===== src/logic/wkd_map.vh =====
// Register map, field layout, reset values and timing constants for the wake detector.
//
// Functional notes
// [RULE_01] Three wake inputs, each separately configured.
// [RULE_02] Rising and falling crossings both reported.
// [RULE_03] Interrupt in normal/stop, wake in sleep/fail-safe.
// [RULE_04] Static always monitored; cyclic only in window.
// [RULE_05] Crossing back before filter expiry discards event.
// [RULE_06] Filter field selects static/cyclic and filter time.
// [RULE_07] Per-pin wake enable written by host.
// [RULE_08] Per-pin wake-source flag, readable any mode.
// [RULE_09] Pin levels readable in normal/stop always.
// [RULE_10] Cyclic sense shows level sampled in window.
// [RULE_11] Failure-output wake inputs: fixed 16 us, own status.
// [RULE_12] Bias field: none, pull-down, pull-up, automatic.
// [RULE_13] Automatic bias follows detected input level.
// [RULE_14] Measurement bit gates inputs one and two; the code gates them only in normal mode.
// [RULE_15] Synchronise comparators; count filter in clock cycles.
`ifndef WKD_MAP_VH
`define WKD_MAP_VH

// ----------------------------------------------------------------------------
// Register offsets
// ----------------------------------------------------------------------------
`define WKD_OFF_WAKE_EN 12'h000
`define WKD_OFF_BIAS 12'h004
`define WKD_OFF_FILTER 12'h008
`define WKD_OFF_SOURCE 12'h00c
`define WKD_OFF_LEVEL 12'h010
`define WKD_OFF_ALT_STAT 12'h014
`define WKD_OFF_MISC 12'h018
`define WKD_OFF_IRQ_STAT 12'h01c
`define WKD_OFF_IRQ_MASK 12'h020

// ----------------------------------------------------------------------------
// Fields and reset values
// ----------------------------------------------------------------------------
`define WKD_MISC_MEAS_BIT 0
`define WKD_MISC_FO_LSB 1
`define WKD_RST_WAKE_EN 3'h0
`define WKD_RST_BIAS 6'h00
`define WKD_RST_FILTER 6'h00
`define WKD_RST_MISC 3'h0
`define WKD_RST_IRQ_MASK 5'h00
`define WKD_BIAS_NONE 2'h0
`define WKD_BIAS_DOWN 2'h1
`define WKD_BIAS_UP 2'h2
`define WKD_BIAS_AUTO 2'h3
`define WKD_FLT_STATIC_SHORT 2'h0
`define WKD_FLT_STATIC_LONG 2'h1
`define WKD_FLT_CYCLIC_T1 2'h2
`define WKD_FLT_CYCLIC_T2 2'h3
`define WKD_MODE_NORMAL 2'h0
`define WKD_MODE_STOP 2'h1
`define WKD_MODE_SLEEP 2'h2
`define WKD_MODE_FAILSAFE 2'h3

// ----------------------------------------------------------------------------
// Timing
// ----------------------------------------------------------------------------
`define WKD_CLK_PERIOD_PS 4000
`define WKD_FILT_SHORT_NS 16000
`define WKD_FILT_LONG_NS 64000
`define WKD_FILT_SHORT_CYC (`WKD_FILT_SHORT_NS * 1000 / `WKD_CLK_PERIOD_PS)
`define WKD_FILT_LONG_CYC (`WKD_FILT_LONG_NS * 1000 / `WKD_CLK_PERIOD_PS)

`endif


===== src/logic/wkd_input_filter.v =====
// Synchroniser and glitch filter for one wake comparator output.
`timescale 1ns/1ps
`default_nettype none

module wkd_input_filter #(
    parameter CNT_W = 16,
    parameter [CNT_W-1:0] SHORT_CYC = 16'd4000,
    parameter [CNT_W-1:0] LONG_CYC = 16'd16000
) (
    input wire pclk,
    input wire presetn,
    input wire pin_in,
    input wire active,
    input wire long_sel,
    output wire lvl_sync,
    output reg lvl_stable,
    output reg edge_evt
);

    reg sync_a;
    reg sync_b;
    reg [CNT_W-1:0] cnt;
    wire [CNT_W-1:0] limit;

    assign lvl_sync = sync_b;
    assign limit = long_sel ? LONG_CYC : SHORT_CYC;

    // ------------------------------------------------------------------------
    // Synchroniser
    // ------------------------------------------------------------------------
    always @(posedge pclk or negedge presetn)
    begin
        if (!presetn)
        begin
            sync_a <= 1'b0;
            sync_b <= 1'b0;
        end
        else
        begin
            sync_a <= pin_in; // RULE_15
            sync_b <= sync_a;
        end
    end

    // ------------------------------------------------------------------------
    // Filter
    // ------------------------------------------------------------------------
    // Outside the active window the count restarts, so a cyclic input must
    // stay changed for a whole filter time inside one window.
    always @(posedge pclk or negedge presetn)
    begin
        if (!presetn)
        begin
            cnt <= {CNT_W{1'b0}};
            lvl_stable <= 1'b0;
            edge_evt <= 1'b0;
        end
        else
        begin
            edge_evt <= 1'b0;
            if (!active || sync_b == lvl_stable)
            begin
                cnt <= {CNT_W{1'b0}}; // RULE_04 RULE_05
            end
            else if (cnt >= limit - 1'b1)
            begin
                cnt <= {CNT_W{1'b0}};
                lvl_stable <= sync_b;
                edge_evt <= 1'b1; // RULE_02
            end
            else
            begin
                cnt <= cnt + 1'b1; // RULE_15
            end
        end
    end

endmodule

`default_nettype wire


===== src/logic/wkd_wake_detector.v =====
// Wake input detector with APB register access and interrupt.
`timescale 1ns/1ps
`default_nettype none
`include "wkd_map.vh"

module wkd_wake_detector #(
    parameter [15:0] FILT_SHORT_CYC = `WKD_FILT_SHORT_CYC,
    parameter [15:0] FILT_LONG_CYC = `WKD_FILT_LONG_CYC
) (
    input wire pclk,
    input wire presetn,
    input wire psel,
    input wire penable,
    input wire pwrite,
    input wire [11:0] paddr,
    input wire [31:0] pwdata,
    output reg [31:0] prdata,
    output reg pready,
    output reg pslverr,
    input wire [2:0] wake_pin,
    input wire [1:0] fo_pin,
    input wire [1:0] dev_mode,
    input wire timer_one_on,
    input wire timer_two_on,
    output wire [2:0] pull_up_en,
    output wire [2:0] pull_down_en,
    output wire meas_switch,
    output reg wake_req,
    output wire irq
);

    // ------------------------------------------------------------------------
    // Functions
    // ------------------------------------------------------------------------
    // Sticky clear-by-one; a new event in the clearing cycle stays set.
    function [4:0] next_w1c;
        input [4:0] cur;
        input [4:0] clr;
        input [4:0] set;
        begin
            next_w1c = (cur & ~clr) | set;
        end
    endfunction

    // Bias decode: returns {pull_up, pull_down}.
    function [1:0] bias_dec;
        input [1:0] sel;
        input lvl;
        input gate;
        begin
            if (gate)
            begin
                bias_dec = 2'b00;
            end
            else
            begin
                case (sel)
                    `WKD_BIAS_NONE: bias_dec = 2'b00;
                    `WKD_BIAS_DOWN: bias_dec = 2'b01;
                    `WKD_BIAS_UP: bias_dec = 2'b10;
                    `WKD_BIAS_AUTO: bias_dec = lvl ? 2'b10 : 2'b01;
                    default: bias_dec = 2'b00;
                endcase
            end
        end
    endfunction

    // ------------------------------------------------------------------------
    // Registers
    // ------------------------------------------------------------------------
    reg [2:0] wake_enable_ctrl;
    reg [5:0] bias_current_ctrl;
    reg [5:0] detect_filter_ctrl;
    reg [2:0] wake_source_status;
    reg [2:0] pin_level_status;
    reg [1:0] alt_input_wake_status;
    reg [2:0] misc_ctrl;
    reg [4:0] irq_status;
    reg [4:0] irq_mask;

    wire measure_path_enable;
    wire [1:0] fo_wake_en;
    wire mode_awake;
    wire mode_normal;
    wire meas_gate;

    assign measure_path_enable = misc_ctrl[`WKD_MISC_MEAS_BIT];
    assign fo_wake_en = misc_ctrl[`WKD_MISC_FO_LSB+1:`WKD_MISC_FO_LSB];
    assign mode_normal = (dev_mode == `WKD_MODE_NORMAL);
    assign mode_awake = mode_normal || (dev_mode == `WKD_MODE_STOP);
    assign meas_gate = measure_path_enable && mode_normal; // RULE_14
    assign meas_switch = meas_gate;

    // ------------------------------------------------------------------------
    // Input channels: three wake pins, then two failure-output pins
    // ------------------------------------------------------------------------
    wire [4:0] ch_pin;
    wire [4:0] ch_active;
    wire [4:0] ch_long;
    wire [4:0] ch_sync;
    wire [4:0] ch_stable;
    wire [4:0] ch_evt;
    wire [4:0] ch_gate;
    wire [4:0] ch_en;
    wire [2:0] ch_cyclic;

    assign ch_pin = {fo_pin, wake_pin};
    assign ch_gate = {3'b000, meas_gate, meas_gate}; // RULE_14
    assign ch_en = {fo_wake_en, wake_enable_ctrl}; // RULE_07

    genvar g;
    generate
        for (g = 0; g < 3; g = g + 1)
        begin : g_wk
            wire [1:0] fsel;
            wire [1:0] bias;
            assign fsel = detect_filter_ctrl[2*g+1:2*g];
            // RULE_06
            assign ch_cyclic[g] = fsel[1];
            assign ch_long[g] = (fsel == `WKD_FLT_STATIC_LONG);
            assign ch_active[g] = (fsel == `WKD_FLT_CYCLIC_T1) ? timer_one_on :
                (fsel == `WKD_FLT_CYCLIC_T2) ? timer_two_on : 1'b1; // RULE_04
            assign bias = bias_dec(bias_current_ctrl[2*g+1:2*g], ch_stable[g],
                ch_gate[g]); // RULE_12 RULE_13
            assign pull_up_en[g] = bias[1];
            assign pull_down_en[g] = bias[0];
        end
    endgenerate

    // Failure-output inputs run static with the short filter.
    assign ch_active[4:3] = 2'b11; // RULE_11
    assign ch_long[4:3] = 2'b00;

    generate
        for (g = 0; g < 5; g = g + 1)
        begin : g_flt
            wkd_input_filter #(
                .CNT_W(16),
                .SHORT_CYC(FILT_SHORT_CYC),
                .LONG_CYC(FILT_LONG_CYC)
            ) u_flt (
                .pclk(pclk),
                .presetn(presetn),
                .pin_in(ch_pin[g]),
                .active(ch_active[g]),
                .long_sel(ch_long[g]),
                .lvl_sync(ch_sync[g]),
                .lvl_stable(ch_stable[g]),
                .edge_evt(ch_evt[g])
            ); // RULE_01
        end
    endgenerate

    // ------------------------------------------------------------------------
    // Event routing
    // ------------------------------------------------------------------------
    wire [4:0] ev_ok;
    wire [4:0] irq_set;
    wire [2:0] src_set;
    wire [1:0] alt_set;
    wire [2:0] lvl_now;

    assign ev_ok = ch_evt & ch_en & ~ch_gate;
    assign irq_set = mode_awake ? ev_ok : 5'h00; // RULE_03
    assign src_set = ev_ok[2:0]; // RULE_08
    assign alt_set = ev_ok[4:3]; // RULE_11
    // Static sense shows the live level; cyclic sense holds the window sample.
    assign lvl_now = (ch_cyclic & ch_stable[2:0]) | (~ch_cyclic & ch_sync[2:0]); // RULE_10

    always @(posedge pclk or negedge presetn)
    begin
        if (!presetn)
        begin
            wake_req <= 1'b0;
            pin_level_status <= 3'h0;
        end
        else
        begin
            wake_req <= !mode_awake && (|ev_ok); // RULE_03
            if (mode_awake)
            begin
                // Gated inputs keep their last level while measuring.
                pin_level_status <= (pin_level_status & ch_gate[2:0]) |
                    (lvl_now & ~ch_gate[2:0]); // RULE_09 RULE_14
            end
        end
    end

    assign irq = |(irq_status & irq_mask);

    // ------------------------------------------------------------------------
    // APB slave
    // ------------------------------------------------------------------------
    // One wait state: pready rises in the second access cycle, so read data
    // always comes from a flop loaded in the first.
    wire acc;
    wire wr;
    wire [4:0] clr_src;
    wire [4:0] clr_irq;
    reg hit;
    reg [31:0] rd_val;

    assign acc = psel && penable && !pready;
    assign wr = psel && penable && pready && pwrite;
    assign clr_src = (wr && paddr == `WKD_OFF_SOURCE) ? {2'b00, pwdata[2:0]} :
        (wr && paddr == `WKD_OFF_ALT_STAT) ? {pwdata[1:0], 3'b000} : 5'h00;
    assign clr_irq = (wr && paddr == `WKD_OFF_IRQ_STAT) ? pwdata[4:0] : 5'h00;

    always @*
    begin
        hit = 1'b1;
        rd_val = 32'h0000_0000;
        case (paddr)
            `WKD_OFF_WAKE_EN: rd_val[2:0] = wake_enable_ctrl;
            `WKD_OFF_BIAS: rd_val[5:0] = bias_current_ctrl;
            `WKD_OFF_FILTER: rd_val[5:0] = detect_filter_ctrl;
            `WKD_OFF_SOURCE: rd_val[2:0] = wake_source_status;
            `WKD_OFF_LEVEL: rd_val[2:0] = pin_level_status;
            `WKD_OFF_ALT_STAT: rd_val[1:0] = alt_input_wake_status;
            `WKD_OFF_MISC: rd_val[2:0] = misc_ctrl;
            `WKD_OFF_IRQ_STAT: rd_val[4:0] = irq_status;
            `WKD_OFF_IRQ_MASK: rd_val[4:0] = irq_mask;
            default: hit = 1'b0;
        endcase
    end

    always @(posedge pclk or negedge presetn)
    begin
        if (!presetn)
        begin
            pready <= 1'b0;
            pslverr <= 1'b0;
            prdata <= 32'h0000_0000;
        end
        else
        begin
            pready <= acc;
            pslverr <= acc && !hit;
            if (acc && !pwrite)
            begin
                prdata <= rd_val;
            end
        end
    end

    // ------------------------------------------------------------------------
    // Control and status registers
    // ------------------------------------------------------------------------
    always @(posedge pclk or negedge presetn)
    begin
        if (!presetn)
        begin
            wake_enable_ctrl <= `WKD_RST_WAKE_EN;
            bias_current_ctrl <= `WKD_RST_BIAS;
            detect_filter_ctrl <= `WKD_RST_FILTER;
            misc_ctrl <= `WKD_RST_MISC;
            irq_mask <= `WKD_RST_IRQ_MASK;
        end
        else if (wr)
        begin
            case (paddr)
                `WKD_OFF_WAKE_EN: wake_enable_ctrl <= pwdata[2:0]; // RULE_07
                `WKD_OFF_BIAS: bias_current_ctrl <= pwdata[5:0]; // RULE_12
                `WKD_OFF_FILTER: detect_filter_ctrl <= pwdata[5:0]; // RULE_06
                `WKD_OFF_MISC: misc_ctrl <= pwdata[2:0];
                `WKD_OFF_IRQ_MASK: irq_mask <= pwdata[4:0];
                default: misc_ctrl <= misc_ctrl;
            endcase
        end
    end

    wire [4:0] next_src;
    wire [4:0] next_irq;

    assign next_src = next_w1c({alt_input_wake_status, wake_source_status}, clr_src,
        {alt_set, src_set});
    assign next_irq = next_w1c(irq_status, clr_irq, irq_set);

    always @(posedge pclk or negedge presetn)
    begin
        if (!presetn)
        begin
            wake_source_status <= 3'h0;
            alt_input_wake_status <= 2'h0;
            irq_status <= 5'h00;
        end
        else
        begin
            wake_source_status <= next_src[2:0]; // RULE_08
            alt_input_wake_status <= next_src[4:3]; // RULE_11
            irq_status <= next_irq; // RULE_03
        end
    end

endmodule

`default_nettype wire


===== config.mk =====
export PLATFORM = sky130hd
export DESIGN_NAME = wkd_wake_detector
export DESIGN_NICKNAME = d
export VERILOG_FILES = /design/src/logic/wkd_input_filter.v /design/src/logic/wkd_wake_detector.v
export VERILOG_INCLUDE_DIRS = /design/src /design/src/logic
export SDC_FILE = /design/constraint.sdc
export NUM_CORES = 1
export LEC_CHECK = 0
export ABC_AREA = 0
export BUFFER_PORTS_ARGS = -buffer_cell sky130_fd_sc_hd__buf_2
export CAP_MARGIN = 40
export CORE_ASPECT_RATIO = 1.2
export CORE_MARGIN = 2
export CORE_UTILIZATION = 55
export CTS_CLUSTER_SIZE = 30
export DETAILED_ROUTE_END_ITERATION = 7
export PLACE_DENSITY = 0.75
export SYNTH_ARGS = -nofsm -noshare
export SYNTH_HDL_FRONTEND = slang
export SYNTH_HIERARCHICAL = 1
export SYNTH_SLANG_ARGS = --single-unit

===== constraint.sdc =====
create_clock -name pclk -period 3.05 [get_ports pclk]
set_input_delay 0.305 -clock pclk [delete_from_list [all_inputs] [get_ports pclk]]
set_output_delay 0.305 -clock pclk [all_outputs]
set_load 0.005 [all_outputs]

==> flow_summary_export.csv, run 1 <==
group,metric,value,unit
clock_tree,root_buffer,"clkbuf_16",
timing,worstMarginPinSlew,0.762,ns
routing,drc,0,
timing,finalSetupViolCount,0,
routing,wl,16200,µm
routing,first_pass_iters,5,
timing,fmax,370,MHz
synth,ys_ff_latch,145,
worst_setup_path,startpoint_type,"flip-flop",
die,fp.dieH,134,µm
timing,post-route-period-util,88.7,%
placement,hpwl,11800,µm
power,p_per_area,479,mW/mm²
worst_setup_path,worstPathRequired,3.39,ns
power,peakVddDrop,0.363,mV
clock_tree,cts_tree,"done",
synth,synth.most_common_cell,"dfrtp_1",
die,die_w,113,µm
power,p_leak,0.00382,µW
synth,yosys-top-cells-count,"145 x dfrtp_1, 104 x nor2_1, 54 x nand2_1",
timing,fin_hold_ws,0.137,ns
synth,synth_cell_types,59,
clock_tree,cts_setup_buffers,0,
final_layout,syn2layout_area_growth,10.5,%
timing,relSlewSlack,49.2,%
timing,drv_slew,0,
routing,wl_per_cell,16.3,µm
grt,grt_pass1_vias,5762,
final_layout,multi_input_area,0.00378,mm²
clock_tree,numClockSinks,145,
run_status,status,"completed",
clock_tree,htree_levels,4,
final_layout,regArea,0.00363,mm²
synth,yosysTopAreaCell,"dfrtp_1",
routing,ant_nets,0,
grt,grt_use_total,22.8,%
final_layout,num-fill-cells,1124,
clock_tree,clkTransAtPathRegs,0.06,ns
timing,setup_tns,0,ns
timing,finalHoldViolations,0,
hold_path,holdCritPathClass,"in -> reg",
worst_setup_path,slowest_delay,0.62,ns
grt,antenna_found_initial,1,
synth,ys.flop_type,"dfrtp_1",
timing,clock_skew,0.00627,ns
worst_setup_path,path_cells,"nor2b_1 -> inv_1 -> ha_1 -> a2111oi_0 -> o21ai_0 -> or3_1 -> nor2_1",
worst_setup_path,cp_max_fo,15,
clock_tree,clk_path_buf_depth,2,
clock_tree,numCtsBuffers,17,
final_layout,fin_cells,994,
routing,drt_iter0_markers,318,
worst_setup_path,path_buf_inv,1,
die,core_area,0.0138,mm²
worst_setup_path,cp_top_family,"simple AND/OR/NAND/NOR gates",
synth,ys_async_sr_fraction,100,%
grt,grt_max_degree,85,
worst_setup_path,cp_slowest_cell,"or3_1",
placement,port_buffers,48,
die,dieArea,0.0151,mm²
synth,syn_inst,748,
placement,gp_congestion,0.947,
routing,viasPerCell,5.63,
die,row_count,47,
timing,min_period,2.70,ns
flow_run,cap_violations,0,
final_layout,diodes,0,
routing,via_count,5592,
synth,synth_top_area_share,46.6,%
final_layout,layout-drive-gt1-share,16.6,%
worst_setup_path,worst-setup-path-type,"reg -> reg",
worst_setup_path,cp-end-kind,"flip-flop",
worst_setup_path,crit_arrival,3.04,ns
synth,synth_area,0.00778,mm²
grt,grt_pass1_wl,27600,µm
placement,dpl.cell_count,957,
synth,synth_edf_count,0,
synth,syn_area_per_cell,10.4,µm²
timing,rsz0062_at_grt,"false",
clock_tree,clock_latency,0.42,ns
die,io_pins,101,
die,initial_core_util,56.3,%
final_layout,final_util,62.3,%
synth,synth-seq-area-share,46.6,%
grt,overflow,0,
synth,netlist_top_cells_area,"dfrtp_1 47%, ha_1 5.6%, nor2_1 5.0%, xor2_1 3.9%, mux2_2 3.8%",
synth,yosys_warnings,6,
power,total_power,4120,µW
final_layout,final_nets,904,
==> final timing paths <==
| kind | start | endpoint | slack (ns) | depth (start not counted) |
|---|---|---|---|---|
| max | detect_filter_ctrl[2] | g_flt[1].u_flt/cnt[11] | 0.35 | 7 |
| min reg2reg | g_flt[4].u_flt/sync_a | g_flt[4].u_flt/lvl_sync | 0.35 | 0 |
| min in group asynchronous | presetn | prdata[3] | 0.50 | 2 |
| min | pwdata[5] | bias_current_ctrl[5] | 0.14 | 2 |
| max in group asynchronous | presetn | g_flt[2].u_flt/cnt[0] | 1.72 | 3 |
| max reg2reg | detect_filter_ctrl[2] | g_flt[1].u_flt/cnt[11] | 0.35 | 7 |
==> sequential cells by signal, indices dropped and copies added, names as in the netlist, named ones only <==
signal / count
g_flt.u_flt/lvl_stable: 5
detect_filter_ctrl: 6
alt_input_wake_status: 2
misc_ctrl: 3
wake_enable_ctrl: 3
pready: 1
g_flt.u_flt/edge_evt: 5
g_flt.u_flt/cnt: 80
wake_req: 1
irq_mask: 5
g_flt.u_flt/sync_a: 5
prdata: 6
g_flt.u_flt/lvl_sync: 5
pin_level_status: 1
wake_source_status: 3
pslverr: 1
irq_status: 5
bias_current_ctrl: 6
==> layout make-up <==
cell class	instances	area share, %
clock buffers	25	5.88
clock inverters	6	0.349
inverters	32	1.40
multi-input cells	558	43.9
flip-flops and latches	145	42.2
well taps	171	2.49
repair buffers	57	3.82
==> per-stage QoR <==
stage               area, µm²  worst slack [ns]
floorplan                7910             0.780
global route             8600             0.115
CTS                      8600             0.198
detailed placement       8000             0.235
finish                   8600             0.346
global placement         8000             0.466
==> worst reg2reg max path, stage by stage (launching register included) <==
cell and delay (ns):
dfrtp_1 0.43, nor2b_1 0.28, inv_1 0.15, ha_1 0.33, a2111oi_0 0.39, o21ai_0 0.22
or3_1 0.62, nor2_1 0.21
==> where the power goes <==
part / switching (µW) / internal (µW) / total (µW)
Combinational: 167 / 76.1 / 243
Clock: 744 / 1130 / 1880
Sequential: 34.8 / 1970 / 2000
==> layer usage <==
metal | share of wire [%] | wire, µm | global-route usage (%) | vias up
met5 | 0.074 | 12 | 0 | -
met3 | 5.1 | 830 | 5.02 | 45
li1 | - | - | - | 2657
met1 | 41 | 6660 | 26.6 | 2711
met4 | 3.6 | 583 | 11.0 | 2
met2 | 50 | 8150 | 39.8 | 177
==> cells in the final DEF, fill, tap and decap left out, types with 16 or more instances in the layout <==
master and count:
and4_1 16, buf_2 47, clkbuf_16 17, conb_1 41, dfrtp_1 145, ha_1 35
inv_1 32, mux2_2 26, nand2_1 54, nand3_1 33, nor2_1 104, xnor2_1 30
xor2_1 35
==> logic make-up (layout without fill, tap and decap cells) <==
logic type                 Yosys count  after routing  share of synthesized area [%]
AOI/OAI and AO/OA                   87             87                           8.25
xor gates and xnor gates            65             65                           7.31
adders and majority gates           35             35                           5.63
buffers and inverters               79            120                           6.57
DFF                                145            145                           46.6
muxes                               40             40                           5.64
other                                7             41                          0.338
and+or+nand+nor                    290            290                           19.6
==> timing repair <==
action	CTS	global route
setup endpoints to repair	0	15
endpoints found under the hold margin	86	0
hold buffers	6	0
gates resized for setup	0	1
No activity file was read; power rests on OpenSTA's default activity.
==> inputs of run 2 (changes only) <==
Settings changed: BUFFER_PORTS_ARGS -buffer_cell sky130_fd_sc_hd__buf_2 to -buffer_cell sky130_fd_sc_hd__buf_4.
Clock period 3.05 ns to 2.85 ns, I/O delays scaled along.
==> run 2 against run 1 <==
Compared with the run above: final area is 2.6% higher; global-route usage is 0.46 points lower; register-to-register slack worse by 0.12 ns; hold slack worse by 0.024 ns; count of clock-buffer cells in the layout is 6 lower; critical path depth stayed put; flip-flop and latch count stayed put; via count is 0.16% lower; total power is 16% higher; first-iteration DRC count is 17% lower; core utilization is 1.6 points higher; largest power group is now the clock network; highest routed layer is now met4.
==> flow_summary_export.csv, run 2 (same netlist as run 1, synthesis figures left out) <==
group,metric,value,unit
run_status,status,"completed",
die,fp.dieH,134,µm
timing,worstMarginPinSlew,0.705,ns
grt,grt_pass1_wl,26900,µm
placement,pre_cts_ws,0.169,ns
power,p_leak,0.00386,µW
clock_tree,root_buffer,"clkbuf_16",
clock_tree,htree_levels,4,
clock_tree,cts_setup_buffers,0,
final_layout,final_common_cell,"dfrtp_1",
timing,finalSetupViolCount,0,
worst_setup_path,regToRegSetupSlack,0.23,ns
routing,first_pass_iters,5,
clock_tree,clkTransAtPathRegs,0.06,ns
timing,layout_setup_ws,0.229,ns
grt,grt_max_degree,77,
placement,hpwl,11500,µm
timing,post-route-period-util,92.0,%
power,peakVddDrop,0.346,mV
grt,overflow,0,
grt,antenna_found_initial,0,
final_layout,syn2layout_area_growth,13.4,%
die,die_w,113,µm
clock_tree,cts_tree,"done",
routing,wl,16000,µm
final_layout,registers.top_by_ff_count,"g_flt.u_flt/cnt",
grt,grt_pass1_vias,5741,
worst_setup_path,worst-setup-path-type,"reg -> reg",
die,initial_core_util,56.3,%
worst_setup_path,cp_max_fo,15,
final_layout,layout-drive-gt1-share,17.0,%
clock_tree,numCtsBuffers,17,
timing,finalHoldViolations,0,
final_layout,layout.cells.most_common_list,"145 x dfrtp_1, 104 x nor2_1, 54 x nand2_1, 47 x buf_4, 41 x conb_1",
timing,rsz0062_at_grt,"false",
timing,drv_slew,0,
worst_setup_path,worstPathRequired,3.20,ns
hold_path,holdCritPathClass,"in -> reg",
timing,fmax,382,MHz
die,row_count,47,
die,io_pins,101,
routing,wl_per_cell,16.1,µm
flow_run,cap_violations,0,
routing,via_count,5583,
worst_setup_path,crit_arrival,2.97,ns
timing,setup_tns,0,ns
final_layout,largest_register_ffs,80,
routing,drt_iter0_markers,263,
timing,min_period,2.62,ns
die,core_area,0.0138,mm²
final_layout,final_util,63.9,%
timing,relSlewSlack,53.0,%
placement,port_buffers,48,
clock_tree,numClockSinks,145,
die,dieArea,0.0151,mm²
timing,clock_skew,0.00688,ns
power,p_per_area,542,mW/mm²
worst_setup_path,cp-end-kind,"flip-flop",
final_layout,diodes,0,
clock_tree,clock_latency,0.42,ns
clock_tree,clk_path_buf_depth,2,
worst_setup_path,startpoint_type,"flip-flop",
routing,drc,0,
grt,grt_use_total,22.4,%
final_layout,final_nets,902,
placement,gp_congestion,0.927,
routing,viasPerCell,5.62,
routing,ant_nets,0,
==> run 2: cell count changes in the layout (fill, tap and decap cells not counted) <==
cell | before | now
clkinv_2 | 6 | 2
clkinvlp_4 | 0 | 5
buf_4 | 3 | 47
clkbuf_8 | 5 | 2
or3_1 | 6 | 5
buf_2 | 47 | 0
clkbuf_1 | 3 | 0
or3_4 | 1 | 2
bufinv_16 | 0 | 4
buf_12 | 0 | 1
clkinv_4 | 0 | 2
==> run 2: power by group <==
part / switching (µW) / total (µW) / internal, µW
Combinational: 177 / 273 / 95.9
Clock: 858 / 2370 / 1510
Sequential: 37.5 / 2140 / 2100
==> run 2: path summary, 6_finish.rpt <==
path                            cells past startpoint             startpoint                 endpoint
worst min-delay path                                2              pwdata[5]     bias_current_ctrl[5]
worst min register to register                      0  g_flt[3].u_flt/sync_a  g_flt[3].u_flt/lvl_sync
worst max-delay path                                7  detect_filter_ctrl[4]   g_flt[2].u_flt/cnt[13]
min in group asynchronous                           2                presetn                prdata[3]
max in group asynchronous                           3                presetn    g_flt[2].u_flt/cnt[8]
worst max register to register                      7  detect_filter_ctrl[4]   g_flt[2].u_flt/cnt[13]
==> run 2: timing repair <==
action                                  4_1_cts  5_1_grt
endpoints found under the setup margin        0       30
endpoints found under the hold margin        80        0
hold buffers                                  6        0
gates resized for setup                       0        2
==> run 2: layer usage <==
layer,wire (µm),global-route usage (%),up-vias
met5,0,0,-
met4,559,11.0,0
met3,862,6.15,46
met2,8150,38.5,175
met1,6420,25.6,2688
li1,-,-,2674
==> run 2: stage by stage <==
step | hold WS (ns) | power (µW) | cell area, µm² | std cells
5_1_grt | 0.103 | 4950 | 8830 | 993
2_1_floorplan | -0.0106 | 2360 | 7910 | 782
6_report | 0.113 | 4780 | 8830 | 993
3_5_place_dp | 0.335 | 2440 | 8120 | 955
4_1_cts | 0.0968 | 4820 | 8820 | 993
3_3_place_gp | 0.333 | 2430 | 8120 | 955
==> run 2: final cells by class <==
class                   count  area (µm²)
clock buffers              19         453
clock inverters            13         185
fillers                  1054        4990
inverters                  32         120
multi-input cells         558        3780
flip-flops and latches    145        3630
well taps                 171         214
repair buffers             55         444
==> run 2: worst max-delay path, stage by stage (launching register included) <==
cell	delay [ns]
dfrtp_1	0.42
nor2b_1	0.26
inv_1	0.14
ha_1	0.33
a2111oi_0	0.36
o21ai_0	0.23
or3_1	0.63
nor2_1	0.19
